==> src/hw/ufc_consts.svh <==
// register offsets, field positions, reset values and levels of the flow-control block
`ifndef UFC_CONSTS_SVH
`define UFC_CONSTS_SVH
`define UFC_OFS_FCTL 8'h00
`define UFC_OFS_FEAT 8'h04
`define UFC_OFS_THLD 8'h08
`define UFC_OFS_PTRG 8'h0c
`define UFC_OFS_MCTL 8'h10
`define UFC_OFS_IEN 8'h14
`define UFC_OFS_IID 8'h18
`define UFC_OFS_LCR 8'h1c
`define UFC_OFS_HC1 8'h20
`define UFC_OFS_HC2 8'h24
`define UFC_OFS_RC1 8'h28
`define UFC_OFS_RC2 8'h2c
`define UFC_OFS_STS 8'h30
`define UFC_LCR_RST 8'h1d
`define UFC_IID_NONE 8'h01
`define UFC_IID_OFF 8'h10
`define UFC_FEAT_ACTS 7
`define UFC_FEAT_ARTS 6
`define UFC_FEAT_SPEC 5
`define UFC_MCTL_ANY 5
`define UFC_MCTL_RTS 1
`define UFC_IEN_OFF 5
`define UFC_FCTL_EN 0
`define UFC_RX_L0 7'h08
`define UFC_RX_L1 7'h10
`define UFC_RX_L2 7'h38
`define UFC_RX_L3 7'h3c
`define UFC_RX_LOW0 7'h04
`define UFC_TX_L0 7'h08
`define UFC_TX_L1 7'h10
`define UFC_TX_L2 7'h20
`define UFC_TX_L3 7'h38
`define UFC_ONE_CHAR 7'h01
`endif

==> src/hw/ufc_pkg.sv <==
// shared types of the flow-control block
package ufc_pkg;
   typedef struct packed {
      logic valid;
      logic [7:0] data;
   } ufc_char_t;
   typedef enum logic [1:0] {
      UFC_IDLE,
      UFC_SEND1,
      UFC_SEND2
   } ufc_ins_st_t;
endpackage

==> src/hw/ufc_flow.sv <==
// uart flow control: trigger levels, auto rts/cts, in-band halt/resume characters
// Operation
// after reset fifos off, so both trigger levels read as one character
// nonzero programmable trigger register overrides the selectable fifo control level
// enhanced bits 7 and 6 enable auto cts and auto rts separately
// with auto cts, a character starts only while cts is active low
// remote drops cts before mid last stop bit to stop the next character
// with auto cts on, cts changes raise no host event
// auto rts active below halt level in threshold low nibble, drops at it
// after halt, rts returns once occupancy falls to the resume level
// zero threshold register means selectable fifo levels supply halt and resume
// a character arriving after rts drops is still stored
// enhanced bits 3:2 choose sent flow characters: none, first, second, both
// enhanced bits 1:0 choose compared pair: none, first, second
// bits 1:0 both set: either char with one tx pair, sequence otherwise
// modem control bit 5 lets any received character resume a halted transmitter
// special mode: second halt char raises off interrupt, is stored, no halt
// off sequence: current character finishes, then transmitter halts
// off detect sets ident bit 4 and pulls irq low when enabled
// on sequence resumes transmitter and clears the off interrupt
// send halt characters when occupancy passes halt or selectable level
// send resume characters at resume level or below lower selectable level
// flow characters framed like data, masked to the word length
// software never enables in-band and rts/cts flow control together
// off interrupt shows ident code 01 0000, priority six
// threshold and programmable trigger registers reset to zero
// thresholds compare against current occupancy every cycle
`timescale 1ns/1ps
`include "ufc_consts.svh"
module ufc_flow
   import ufc_pkg::*;
#(
   parameter int CNT_W = 7
) (
   input wire logic i_clk,
   input wire logic i_srst,
   input wire logic i_psel,
   input wire logic i_penable,
   input wire logic i_pwrite,
   input wire logic [7:0] i_paddr,
   input wire logic [31:0] i_pwdata,
   output logic [31:0] o_prdata,
   output logic o_pready,
   output logic o_pslverr,
   input wire logic [CNT_W-1:0] i_rx_count,
   input wire ufc_char_t i_rx_char,
   output ufc_char_t o_rx_store,
   input wire logic i_cts_n,
   output logic o_rts_n,
   output logic o_cts_event,
   output logic o_tx_go,
   output ufc_char_t o_ins,
   input wire logic i_ins_taken,
   output logic o_irq_n,
   output logic [CNT_W-1:0] o_rx_trig,
   output logic [CNT_W-1:0] o_tx_trig
);
   logic [7:0] fctl_q, feat_q, thld_q, ptrg_q, mctl_q, ien_q, lcr_q;
   logic [7:0] hc1_q, hc2_q, rc1_q, rc2_q;
   logic [31:0] rdata_d;
   logic pready_q, slverr_d, wr_go, rd_go, iid_rd;
   logic cts_s1_q, cts_s2_q, cts_s3_q, cts_f_q;
   logic rts_act_q, halted_q, xoff_int_q, spec_int_q;
   logic off_arm_q, on_arm_q, xoff_sent_q, kind_off_q;
   ufc_ins_st_t ins_st_q;
   logic [CNT_W-1:0] rx_sel, rx_low, tx_sel, halt_lvl, res_lvl;
   logic [7:0] wmask, iid_val;
   logic [1:0] rxm, txm;
   logic seqm, m_h1, m_h2, m_r1, m_r2, off_det, on_det, flow, special, any_res;
   logic res_hit, send_off, send_on;

   // apb: one wait state so read data can come from a flop
   assign wr_go = i_psel & i_penable & pready_q & i_pwrite;
   assign rd_go = i_psel & i_penable & ~pready_q & ~i_pwrite;
   assign iid_rd = i_psel & i_penable & pready_q & ~i_pwrite & (i_paddr == `UFC_OFS_IID);
   always_ff @(posedge i_clk) begin
      if (i_srst) begin
         pready_q <= 1'b0;
      end else begin
         pready_q <= i_psel & i_penable & ~pready_q;
      end
   end
   assign o_pready = pready_q;

   // off interrupt code when pending and enabled
   assign iid_val = ((xoff_int_q | spec_int_q) & ien_q[`UFC_IEN_OFF]) ? `UFC_IID_OFF : `UFC_IID_NONE;

   // read mux, unmapped addresses answer with an error and zero data
   always_comb begin
      rdata_d = 32'h0000_0000;
      slverr_d = 1'b0;
      unique case (i_paddr)
         `UFC_OFS_FCTL: rdata_d[7:0] = fctl_q;
         `UFC_OFS_FEAT: rdata_d[7:0] = feat_q;
         `UFC_OFS_THLD: rdata_d[7:0] = thld_q;
         `UFC_OFS_PTRG: rdata_d[7:0] = ptrg_q;
         `UFC_OFS_MCTL: rdata_d[7:0] = mctl_q;
         `UFC_OFS_IEN: rdata_d[7:0] = ien_q;
         `UFC_OFS_IID: rdata_d[7:0] = iid_val;
         `UFC_OFS_LCR: rdata_d[7:0] = lcr_q;
         `UFC_OFS_HC1: rdata_d[7:0] = hc1_q;
         `UFC_OFS_HC2: rdata_d[7:0] = hc2_q;
         `UFC_OFS_RC1: rdata_d[7:0] = rc1_q;
         `UFC_OFS_RC2: rdata_d[7:0] = rc2_q;
         `UFC_OFS_STS: rdata_d[7:0] = {3'b000, xoff_sent_q, spec_int_q, xoff_int_q, rts_act_q, halted_q};
         default: slverr_d = 1'b1;
      endcase
   end

   // read data and error are captured in the wait cycle
   always_ff @(posedge i_clk) begin
      if (i_srst) begin
         o_prdata <= 32'h0000_0000;
         o_pslverr <= 1'b0;
      end else if (i_psel & i_penable & ~pready_q) begin
         o_prdata <= rd_go ? rdata_d : 32'h0000_0000;
         o_pslverr <= slverr_d;
      end
   end

   // control registers; flow characters are not reset so they keep their values
   always_ff @(posedge i_clk) begin
      if (i_srst) begin
         fctl_q <= 8'h00;
         feat_q <= 8'h00;
         thld_q <= 8'h00;
         ptrg_q <= 8'h00;
         mctl_q <= 8'h00;
         ien_q <= 8'h00;
         lcr_q <= `UFC_LCR_RST;
      end else if (wr_go) begin
         if (i_paddr == `UFC_OFS_FCTL) fctl_q <= i_pwdata[7:0];
         if (i_paddr == `UFC_OFS_FEAT) feat_q <= i_pwdata[7:0];
         if (i_paddr == `UFC_OFS_THLD) thld_q <= i_pwdata[7:0];
         if (i_paddr == `UFC_OFS_PTRG) ptrg_q <= i_pwdata[7:0];
         if (i_paddr == `UFC_OFS_MCTL) mctl_q <= i_pwdata[7:0];
         if (i_paddr == `UFC_OFS_IEN) ien_q <= i_pwdata[7:0];
         if (i_paddr == `UFC_OFS_LCR) lcr_q <= i_pwdata[7:0];
      end
   end
   always_ff @(posedge i_clk) begin
      if (wr_go) begin
         if (i_paddr == `UFC_OFS_HC1) hc1_q <= i_pwdata[7:0];
         if (i_paddr == `UFC_OFS_HC2) hc2_q <= i_pwdata[7:0];
         if (i_paddr == `UFC_OFS_RC1) rc1_q <= i_pwdata[7:0];
         if (i_paddr == `UFC_OFS_RC2) rc2_q <= i_pwdata[7:0];
      end
   end

   // selectable levels and the lower neighbour used for the resume fallback
   always_comb begin
      unique case (fctl_q[7:6])
         2'b00: begin rx_sel = `UFC_RX_L0; rx_low = `UFC_RX_LOW0; end
         2'b01: begin rx_sel = `UFC_RX_L1; rx_low = `UFC_RX_L0; end
         2'b10: begin rx_sel = `UFC_RX_L2; rx_low = `UFC_RX_L1; end
         2'b11: begin rx_sel = `UFC_RX_L3; rx_low = `UFC_RX_L2; end
      endcase
      unique case (fctl_q[5:4])
         2'b00: tx_sel = `UFC_TX_L0;
         2'b01: tx_sel = `UFC_TX_L1;
         2'b10: tx_sel = `UFC_TX_L2;
         2'b11: tx_sel = `UFC_TX_L3;
      endcase
   end

   // zero threshold register falls back to the selectable level
   assign halt_lvl = (thld_q == 8'h00) ? rx_sel : {1'b0, thld_q[3:0], 2'b00};
   assign res_lvl = {1'b0, thld_q[7:4], 2'b00};
   assign res_hit = (thld_q == 8'h00) ? (i_rx_count < rx_low) : (i_rx_count <= res_lvl);

   // trigger levels: one char while fifos are off, programmable nibble wins when nonzero
   always_ff @(posedge i_clk) begin
      if (i_srst) begin
         o_rx_trig <= `UFC_ONE_CHAR;
         o_tx_trig <= `UFC_ONE_CHAR;
      end else if (!fctl_q[`UFC_FCTL_EN]) begin
         o_rx_trig <= `UFC_ONE_CHAR;
         o_tx_trig <= `UFC_ONE_CHAR;
      end else begin
         o_rx_trig <= (ptrg_q[3:0] != 4'h0) ? {1'b0, ptrg_q[3:0], 2'b00} : rx_sel;
         o_tx_trig <= (ptrg_q[7:4] != 4'h0) ? {1'b0, ptrg_q[7:4], 2'b00} : tx_sel;
      end
   end

   // cts pin filter; a level counts once stages two and three agree
   always_ff @(posedge i_clk) begin
      if (i_srst) begin
         cts_s1_q <= 1'b1;
         cts_s2_q <= 1'b1;
         cts_s3_q <= 1'b1;
         cts_f_q <= 1'b1;
      end else begin
         cts_s1_q <= i_cts_n;
         cts_s2_q <= cts_s1_q;
         cts_s3_q <= cts_s2_q;
         if (cts_s2_q == cts_s3_q) cts_f_q <= cts_s3_q;
      end
   end

   // cts change event goes to the host only when auto cts is off
   always_ff @(posedge i_clk) begin
      if (i_srst) begin
         o_cts_event <= 1'b0;
      end else begin
         o_cts_event <= (cts_s2_q == cts_s3_q) & (cts_s3_q != cts_f_q) & ~feat_q[`UFC_FEAT_ACTS];
      end
   end

   // auto rts hysteresis; the halt level wins if both compare true
   always_ff @(posedge i_clk) begin
      if (i_srst) begin
         rts_act_q <= 1'b1;
      end else if (i_rx_count >= halt_lvl) begin
         rts_act_q <= 1'b0;
      end else if (res_hit) begin
         rts_act_q <= 1'b1;
      end
   end
   always_ff @(posedge i_clk) begin
      if (i_srst) begin
         o_rts_n <= 1'b1;
      end else if (feat_q[`UFC_FEAT_ARTS]) begin
         o_rts_n <= ~((i_rx_count < halt_lvl) & (rts_act_q | res_hit));
      end else begin
         o_rts_n <= ~mctl_q[`UFC_MCTL_RTS];
      end
   end

   // receive comparison
   assign rxm = feat_q[1:0];
   assign txm = feat_q[3:2];
   assign seqm = (rxm == 2'b11) & ((txm == 2'b00) | (txm == 2'b11));
   assign m_h1 = i_rx_char.data == hc1_q;
   assign m_h2 = i_rx_char.data == hc2_q;
   assign m_r1 = i_rx_char.data == rc1_q;
   assign m_r2 = i_rx_char.data == rc2_q;
   assign special = i_rx_char.valid & feat_q[`UFC_FEAT_SPEC] & m_h2;
   assign off_det = i_rx_char.valid & ~special & (((rxm == 2'b10) & m_h1) | ((rxm == 2'b01) & m_h2)
                  | ((rxm == 2'b11) & ~seqm & (m_h1 | m_h2)) | (seqm & off_arm_q & m_h2));
   assign on_det = i_rx_char.valid & (((rxm == 2'b10) & m_r1) | ((rxm == 2'b01) & m_r2)
                 | ((rxm == 2'b11) & ~seqm & (m_r1 | m_r2)) | (seqm & on_arm_q & m_r2));
   assign flow = i_rx_char.valid & ~special & (((rxm == 2'b10) & (m_h1 | m_r1))
               | ((rxm == 2'b01) & (m_h2 | m_r2)) | ((rxm == 2'b11) & (m_h1 | m_h2 | m_r1 | m_r2)));
   assign any_res = i_rx_char.valid & mctl_q[`UFC_MCTL_ANY] & halted_q & ~off_det;

   // sequence mode: first char of a pair arms, the next char must finish it
   always_ff @(posedge i_clk) begin
      if (i_srst) begin
         off_arm_q <= 1'b0;
         on_arm_q <= 1'b0;
      end else if (i_rx_char.valid) begin
         off_arm_q <= seqm & m_h1;
         on_arm_q <= seqm & m_r1;
      end
   end

   // store data chars; rts state never blocks storing, so the late char is kept
   always_ff @(posedge i_clk) begin
      if (i_srst) begin
         o_rx_store <= '0;
      end else begin
         o_rx_store.valid <= i_rx_char.valid & (~flow | special);
         o_rx_store.data <= i_rx_char.data;
      end
   end

   // halt flag; a new off detect wins over a resume in the same cycle
   always_ff @(posedge i_clk) begin
      if (i_srst) begin
         halted_q <= 1'b0;
      end else if (off_det) begin
         halted_q <= 1'b1;
      end else if (on_det | any_res) begin
         halted_q <= 1'b0;
      end
   end

   // off interrupt sources; sets win over clears
   always_ff @(posedge i_clk) begin
      if (i_srst) begin
         xoff_int_q <= 1'b0;
         spec_int_q <= 1'b0;
      end else begin
         if (off_det) xoff_int_q <= 1'b1;
         else if (on_det) xoff_int_q <= 1'b0;
         if (special) spec_int_q <= 1'b1;
         else if (iid_rd) spec_int_q <= 1'b0;
      end
   end
   always_ff @(posedge i_clk) begin
      if (i_srst) begin
         o_irq_n <= 1'b1;
      end else begin
         o_irq_n <= ~((xoff_int_q | spec_int_q) & ien_q[`UFC_IEN_OFF]);
      end
   end

   // start permission: only gates the next start, a character in flight completes
   always_ff @(posedge i_clk) begin
      if (i_srst) begin
         o_tx_go <= 1'b0;
      end else begin
         o_tx_go <= ~halted_q & ~(feat_q[`UFC_FEAT_ACTS] & cts_f_q) & (ins_st_q == UFC_IDLE);
      end
   end

   // flow character insertion triggers, judged on live occupancy
   assign send_off = ~xoff_sent_q & (i_rx_count > halt_lvl);
   assign send_on = xoff_sent_q & res_hit;
   assign wmask = 8'hff >> (2'd3 - lcr_q[1:0]);

   // insertion sequencer; pair 11 sends first then second
   always_ff @(posedge i_clk) begin
      if (i_srst) begin
         ins_st_q <= UFC_IDLE;
         xoff_sent_q <= 1'b0;
         kind_off_q <= 1'b0;
      end else begin
         unique case (ins_st_q)
            UFC_IDLE: begin
               if ((txm != 2'b00) & (send_off | send_on)) begin
                  kind_off_q <= send_off;
                  xoff_sent_q <= send_off;
                  ins_st_q <= (txm == 2'b01) ? UFC_SEND2 : UFC_SEND1;
               end
            end
            UFC_SEND1: begin
               if (i_ins_taken) ins_st_q <= (txm == 2'b11) ? UFC_SEND2 : UFC_IDLE;
            end
            UFC_SEND2: begin
               if (i_ins_taken) ins_st_q <= UFC_IDLE;
            end
         endcase
      end
   end
   always_ff @(posedge i_clk) begin
      if (i_srst) begin
         o_ins <= '0;
      end else begin
         o_ins.valid <= (ins_st_q != UFC_IDLE) & ~i_ins_taken;
         unique case (ins_st_q)
            UFC_SEND1: o_ins.data <= (kind_off_q ? hc1_q : rc1_q) & wmask;
            UFC_SEND2: o_ins.data <= (kind_off_q ? hc2_q : rc2_q) & wmask;
            default: o_ins.data <= 8'h00;
         endcase
      end
   end
endmodule

==> config.mk <==
export PLATFORM = sky130hd
export DESIGN_NAME = ufc_flow
export DESIGN_NICKNAME = d
export VERILOG_FILES = /design/src/hw/ufc_pkg.sv /design/src/hw/ufc_flow.sv
export VERILOG_INCLUDE_DIRS = /design/src /design/src/hw
export SDC_FILE = /design/constraint.sdc
export NUM_CORES = 1
export LEC_CHECK = 0
export BUFFER_PORTS_ARGS = -buffer_cell sky130_fd_sc_hd__buf_2
export CAP_MARGIN = 20
export CORE_UTILIZATION = 56
export DETAILED_ROUTE_END_ITERATION = 8
export PLACE_DENSITY_LB_ADDON = 0.1
export SYNTH_ARGS = -nofsm -noshare
export SYNTH_HDL_FRONTEND = slang
export SYNTH_SLANG_ARGS = --single-unit
==> constraint.sdc <==
create_clock -name i_clk -period 3.2 [get_ports i_clk]
set_input_delay 0.32 -clock i_clk [delete_from_list [all_inputs] [get_ports i_clk]]
set_output_delay 0.32 -clock i_clk [all_outputs]
set_load 0.005 [all_outputs]
# Word-level counts from Yosys, hierarchy flattened

Cells that the tools add are included.

Word-level logic and storage cells: 221
Bits in registers: 171
Output and inout bits: 70
Bits of input ports: 63

Add/subtract/negate cells: 1
Reductions and logical operators: 31
Muxes and demuxes: 29
Eq/ne operators: 34
Bitwise operators: 82
$lt $le $gt $ge: 5
Shifts and indexed selects: 1

Operators by type and width:

| operator             | number |
|---|---|
| $pmux W8 S13         | 1 |
| $pmux W7 S4          | 3 |
| $and A1 B1 Y1        | 45 |
| $eq A8 B6 Y1 const B | 5 |
| $eq A8 B5 Y1 const B | 4 |
| $eq A8 B8 Y1         | 4 |
| $mux W8              | 3 |
| $reduce_and A2 Y1    | 12 |
| $or A1 B1 Y1         | 20 |
| $and A8 B8 Y8        | 2 |
| $eq A2 B2 Y1 const B | 8 |
| $eq A8 B4 Y1 const B | 2 |
| $logic_not A8 Y1     | 2 |
| $pmux W8 S2          | 1 |
| $not A1 Y1           | 15 |
| $lt A7 B7 Y1         | 2 |
| $reduce_or A13 Y1    | 1 |
| $mux W6              | 2 |
| $reduce_bool A2 Y1   | 6 |
| $mux W1              | 11 |
| $eq A2 B1 Y1 const B | 5 |
| $mux W2              | 5 |
| $eq A8 B3 Y1 const B | 1 |
| $logic_not A2 Y1     | 4 |
| 16 further kinds     | 19 |

# Depth between registers and ports, before layout

Word-level depth: 14
Depth in mapped cells: 11
Depth with buffers taken out: 10

# Worst setup path before layout

Ideal clock, no wire load.

Kind: register to register
Start: register thld_q[4]
End: register ins_st_q[1]
Data required time: 3078 ps
Clock period less this slack: 2578 ps
Path buffers: 0
Stages on the path, launching flop included: 10
Library setup time: 122 ps
Slack: 622 ps
Arrival time: 2456 ps
Path through: dfxtp_1 -> or4_1 -> nor2_2 -> a21oi_1 -> ha_1 -> o21ai_0 -> a21oi_1 -> o311a_1 -> o2bb2ai_1 -> o311a_1

Longest elaborated chain between the ends: 8
Elaborated cells on any way between the ends: 11
Those cells by class: order compare (2); eq/ne (1); mux (2); bitwise (4); reduce/logical (2)

RTL lines:

| item                                   | RTL line                         | source |
|---|---|---|
| from (decl)                            | ufc_flow.sv:58                   | `logic [7:0] fctl_q, feat_q, thld_q, ptrg_q, mctl_q, ien_q, lcr_q;` |
| from (signal assigned)                 | ufc_flow.sv:134                  | `` if (i_paddr == `UFC_OFS_THLD) thld_q <= i_pwdata[7:0]; `` |
| $logic_not A8 Y1                       | ufc_flow.sv:167, ufc_flow.sv:169 |  |
| $mux W7                                | ufc_flow.sv:167                  | `assign halt_lvl = (thld_q == 8'h00) ? rx_sel : {1'b0, thld_q[3:0], 2'b00};` |
| $gt A7 B7 Y1                           | ufc_flow.sv:308                  | `assign send_off = ~xoff_sent_q & (i_rx_count > halt_lvl);` |
| $and A1 B1 Y1                          | ufc_flow.sv:308                  |  |
| $or A1 B1 Y1 (*)                       | ufc_flow.sv:321                  | `if ((txm != 2'b00) & (send_off \| send_on)) begin` |
| $and A1 B1 Y1 (*)                      | ufc_flow.sv:321                  |  |
| $ne A2 B1 Y1 (no source line) (*)      | n/a                              |  |
| $reduce_and A3 Y1 (no source line) (*) | n/a                              |  |
| to (signal assigned)                   | ufc_flow.sv:324                  | `ins_st_q <= (txm == 2'b01) ? UFC_SEND2 : UFC_SEND1;` |
| to (signal assigned)                   | ufc_flow.sv:328                  | `if (i_ins_taken) ins_st_q <= (txm == 2'b11) ? UFC_SEND2 : UFC_IDLE;` |
| to (decl)                              | ufc_flow.sv:65                   | `ufc_ins_st_t ins_st_q;` |

Mark *: on every way between the ends. The rest lies on a longest branch, timed or not.
A chain may end at the register's enable or synchronous reset.

# Worst setup path in the final report

Same ends and word-level chain as after synthesis.

==> key figures <==
Layout
  – Layout Nets: 900
  – Share of cells above drive strength 1: 18.6%
  – Most frequent cells in the layout: dfxtp_1 (110), buf_2 (80), nor2_1 (63), nand2_1 (59), a21oi_1 (50)
  – Filler cells: 1018
  – Final cell count without fillers: 997
  – Area Growth Syn to Fin: 15.1%
  – Biggest regs: o_ins: 9 flops, o_rx_store: 9 flops
  – Util after Layout: 66.7%
  – Antenna Cells: 0
  – Commonest non-fill, non-tap cell in the layout: dfxtp_1

Clocking
  – Post-CTS sizing: 0
  – H-tree depth: 4
  – Clock Path Buffers: 2
  – Clk pin slew, worst setup/hold paths: 0.06 ns
  – Clk Latency, worst-skew pair: 0.43 ns
  – Root buffer cell: clkbuf_16
  – Setup Fix Bufs, Post-CTS: 0
  – Sink Count: 142
  – CTS Buf Count: 17
  – CTS tree: built
  – Post-CTS Hold Buffers: 0

Routing
  – DRC Markers: 0
  – Routed len/inst: 21.6 um
  – Routed Wire Length: 21600 um
  – First DRT Iteration DRCs: 559
  – Post-route ant nets: 0
  – Vias: 6087
  – Drt first pass iters: 5
  – Mean number of vias per cell: 6.11

Synthesis
  – Cell variety after synth: 72
  – Mean Syn Cell Area: 9.49 sq um
  – Ys flop type: dfxtp_1
  – Asr flop ratio synth: 0%
  – Yosys warning count: 0
  – EDFF count, synth: 32
  – Post-synthesis sequential area ratio: 44.8%
  – #FFs+latches synth: 142
  – Synthesized cell area: 0.00705 sq mm
  – Syn Inst Count: 743

Setup path
  – Worst setup SP type: register
  – Worst path slowest cell: or4_1
  – Crit-path max FO: 7
  – Cell breakdown of the critical path: or4_1 -> nor2_2 -> a21oi_1 -> ha_1 -> o21ai_0 -> a21oi_1 -> o311a_1 -> o2bb2ai_1 -> o311a_1
  – Worst setup EP type: register
  – Setup CP Type: reg2reg
  – Max incr delay on CP: 0.58 ns
  – Req. time, crit path: 3.51 ns
  – CP arrival: 3.17 ns
  – Reg2Reg Depth: 9

Placement
  – Port bufs: 80
  – Gpl congestion: 0.968
  – Post-DP HPWL: 15600 um
  – Placed instance count: 965

STA
  – Max Fclk: 350 MHz
  – Worst slew margin: 48.7%
  – Final setup fails: 0
  – Least-Margin Pin Slew: 0.750 ns
  – Final hold violation count: 0
  – Total negative slack: 0 ns
  – Clock skew: 0.00600 ns
  – Fraction of the cycle the final worst path needs: 89.2%
  – Slew Limit Fails: 0
  – RSZ-0062 raised after global routing: false
  – Min Tclk post-route: 2.86 ns

Power and ir drop
  – Clock share of power: 47.4%
  – Worst IR drop on VDD: 361 uV
  – Net Switching: 1.02 mW
  – Combinational power share: 9.2%
  – Leakage: 3.02 nW
  – Sequential share of power: 43.3%
  – Internal power: 3.31 mW
  – Net Sw Frac: 23.5%
  – PwrDens: 533 mW/mm^2

Hold path
  – Hold Path Depth: 2
  – Hold crit path type: in2reg

Global routing
  – Grt total ovfl: 0
  – Initial antenna violation count: 0
  – Largest net degree at the start of global routing: 59
  – All-Layer GR Usage: 34.8%
  – Via count of the first global-routing pass: 5711
  – Global-route wire length before repair: 33000 um

Floorplanning
  – Top Ports: 133
  – Row Count: 40
  – Initial Util: 58.0%
  – Die Ht: 114 um
  – Core area: 0.0122 sq mm
  – Chip Width: 114 um
  – DIE AREA: 0.0130 sq mm

Job
  – Max_cap viols: 0

Outcome
  – Status: finished, final reports clean
==> synth_stat cells (4+ instances only) <==
cell / count / area share [%]
or2_2: 4 / 0.35
nor2b_1: 13 / 1.2
buf_2: 12 / 0.85
nor2_2: 4 / 0.35
nor4_1: 5 / 0.44
ha_1: 21 / 3.7
dfxtp_1: 110 / 31
nand4_1: 10 / 0.89
a221oi_1: 5 / 0.62
o21ai_0: 49 / 3.5
and2_1: 7 / 0.62
nor3_1: 12 / 0.85
inv_1: 22 / 1.2
a21oi_1: 50 / 3.5
nand3_1: 21 / 1.5
a22oi_1: 15 / 1.6
nor2_1: 63 / 3.4
xnor2_1: 32 / 4.0
buf_4: 30 / 3.2
nand2_1: 59 / 3.1
edfxtp_1: 32 / 14
mux4_2: 9 / 2.9
o21ai_1: 8 / 0.57
clkbuf_1: 27 / 1.4
nor3b_1: 4 / 0.43
nand3b_1: 4 / 0.43
mux2i_1: 38 / 5.4
a31oi_1: 4 / 0.35
and3_1: 7 / 0.62
==> final cells by class <==
class,instances,area [sq um],share of cell area [%]
Multi-Input combinational cell,534,3510,43.3
Sequential cell,142,3160,39.0
Timing Repair Buffer,99,543,6.69
Clock buffer,21,440,5.43
Tap cell,168,210,2.59
Clock inverter,11,166,2.05
Inverter,22,82.6,1.02
==> metrics by stage <==
step | setup slack, ns | total power [mW] | hold slack [ns] | instance area [sq um]
after global routing | 0.202 | 4.46 | 0.0670 | 8120
final | 0.344 | 4.33 | 0.0711 | 8120
after detailed placement | 0.346 | 2.30 | 0.429 | 7510
after global placement | 0.437 | 2.29 | 0.396 | 7510
after CTS | 0.344 | 4.33 | 0.0619 | 8120
after floorplan | 0.622 | 2.18 | 0.389 | 7160
==> worst paths after layout <==
| path | startpoint | end | slack, ns |
|---|---|---|---|
| max | thld_q[4] | ins_st_q[1] | 0.34 |
| min | i_ins_taken | o_ins[8] | 0.07 |
| max reg2reg | thld_q[4] | ins_st_q[1] | 0.34 |
| min reg2reg | cts_s1_q | cts_s2_q | 0.44 |
==> worst max-delay path, delay by kind of cell (launching register included) <==
kind	cells	cell delay (ns)
and+or+nand+nor	2	0.85
AOI/OAI and AO/OA	6	1.24
adders and majority gates	1	0.30
DFF	1	0.34
==> cell families after synthesis <==
kind of cell    share of synthesized area (%)
flops                                    44.8
other cells                            0.0532
mux                                      8.42
simple gates                             16.8
fa+ha+maj                                3.72
buf+inv                                  6.81
compound gates                           15.4
xor+xnor                                 3.97
==> power by group through the flow <==
stage	Clock [mW]	Sequential, mW	Combinational (mW)
after floorplan	0	1.92	0.260
after global placement	0	1.91	0.376
after detailed placement	0	1.91	0.390
after CTS	2.06	1.88	0.391
after global routing	2.15	1.88	0.433
final	2.05	1.88	0.399
==> metal layers <==
metal / vias up / share of wire (%) / GRT usage, % / wire length [um]
met5: - / 0 / 0 / 0
li1: 2761 / - / - / -
met2: 330 / 46 / 55.5 / 9990
met3: 52 / 8.4 / 7.36 / 1810
met1: 2944 / 41 / 45.1 / 8910
met4: 0 / 4.0 / 16.5 / 859
(Power assumes the default switching activity.)
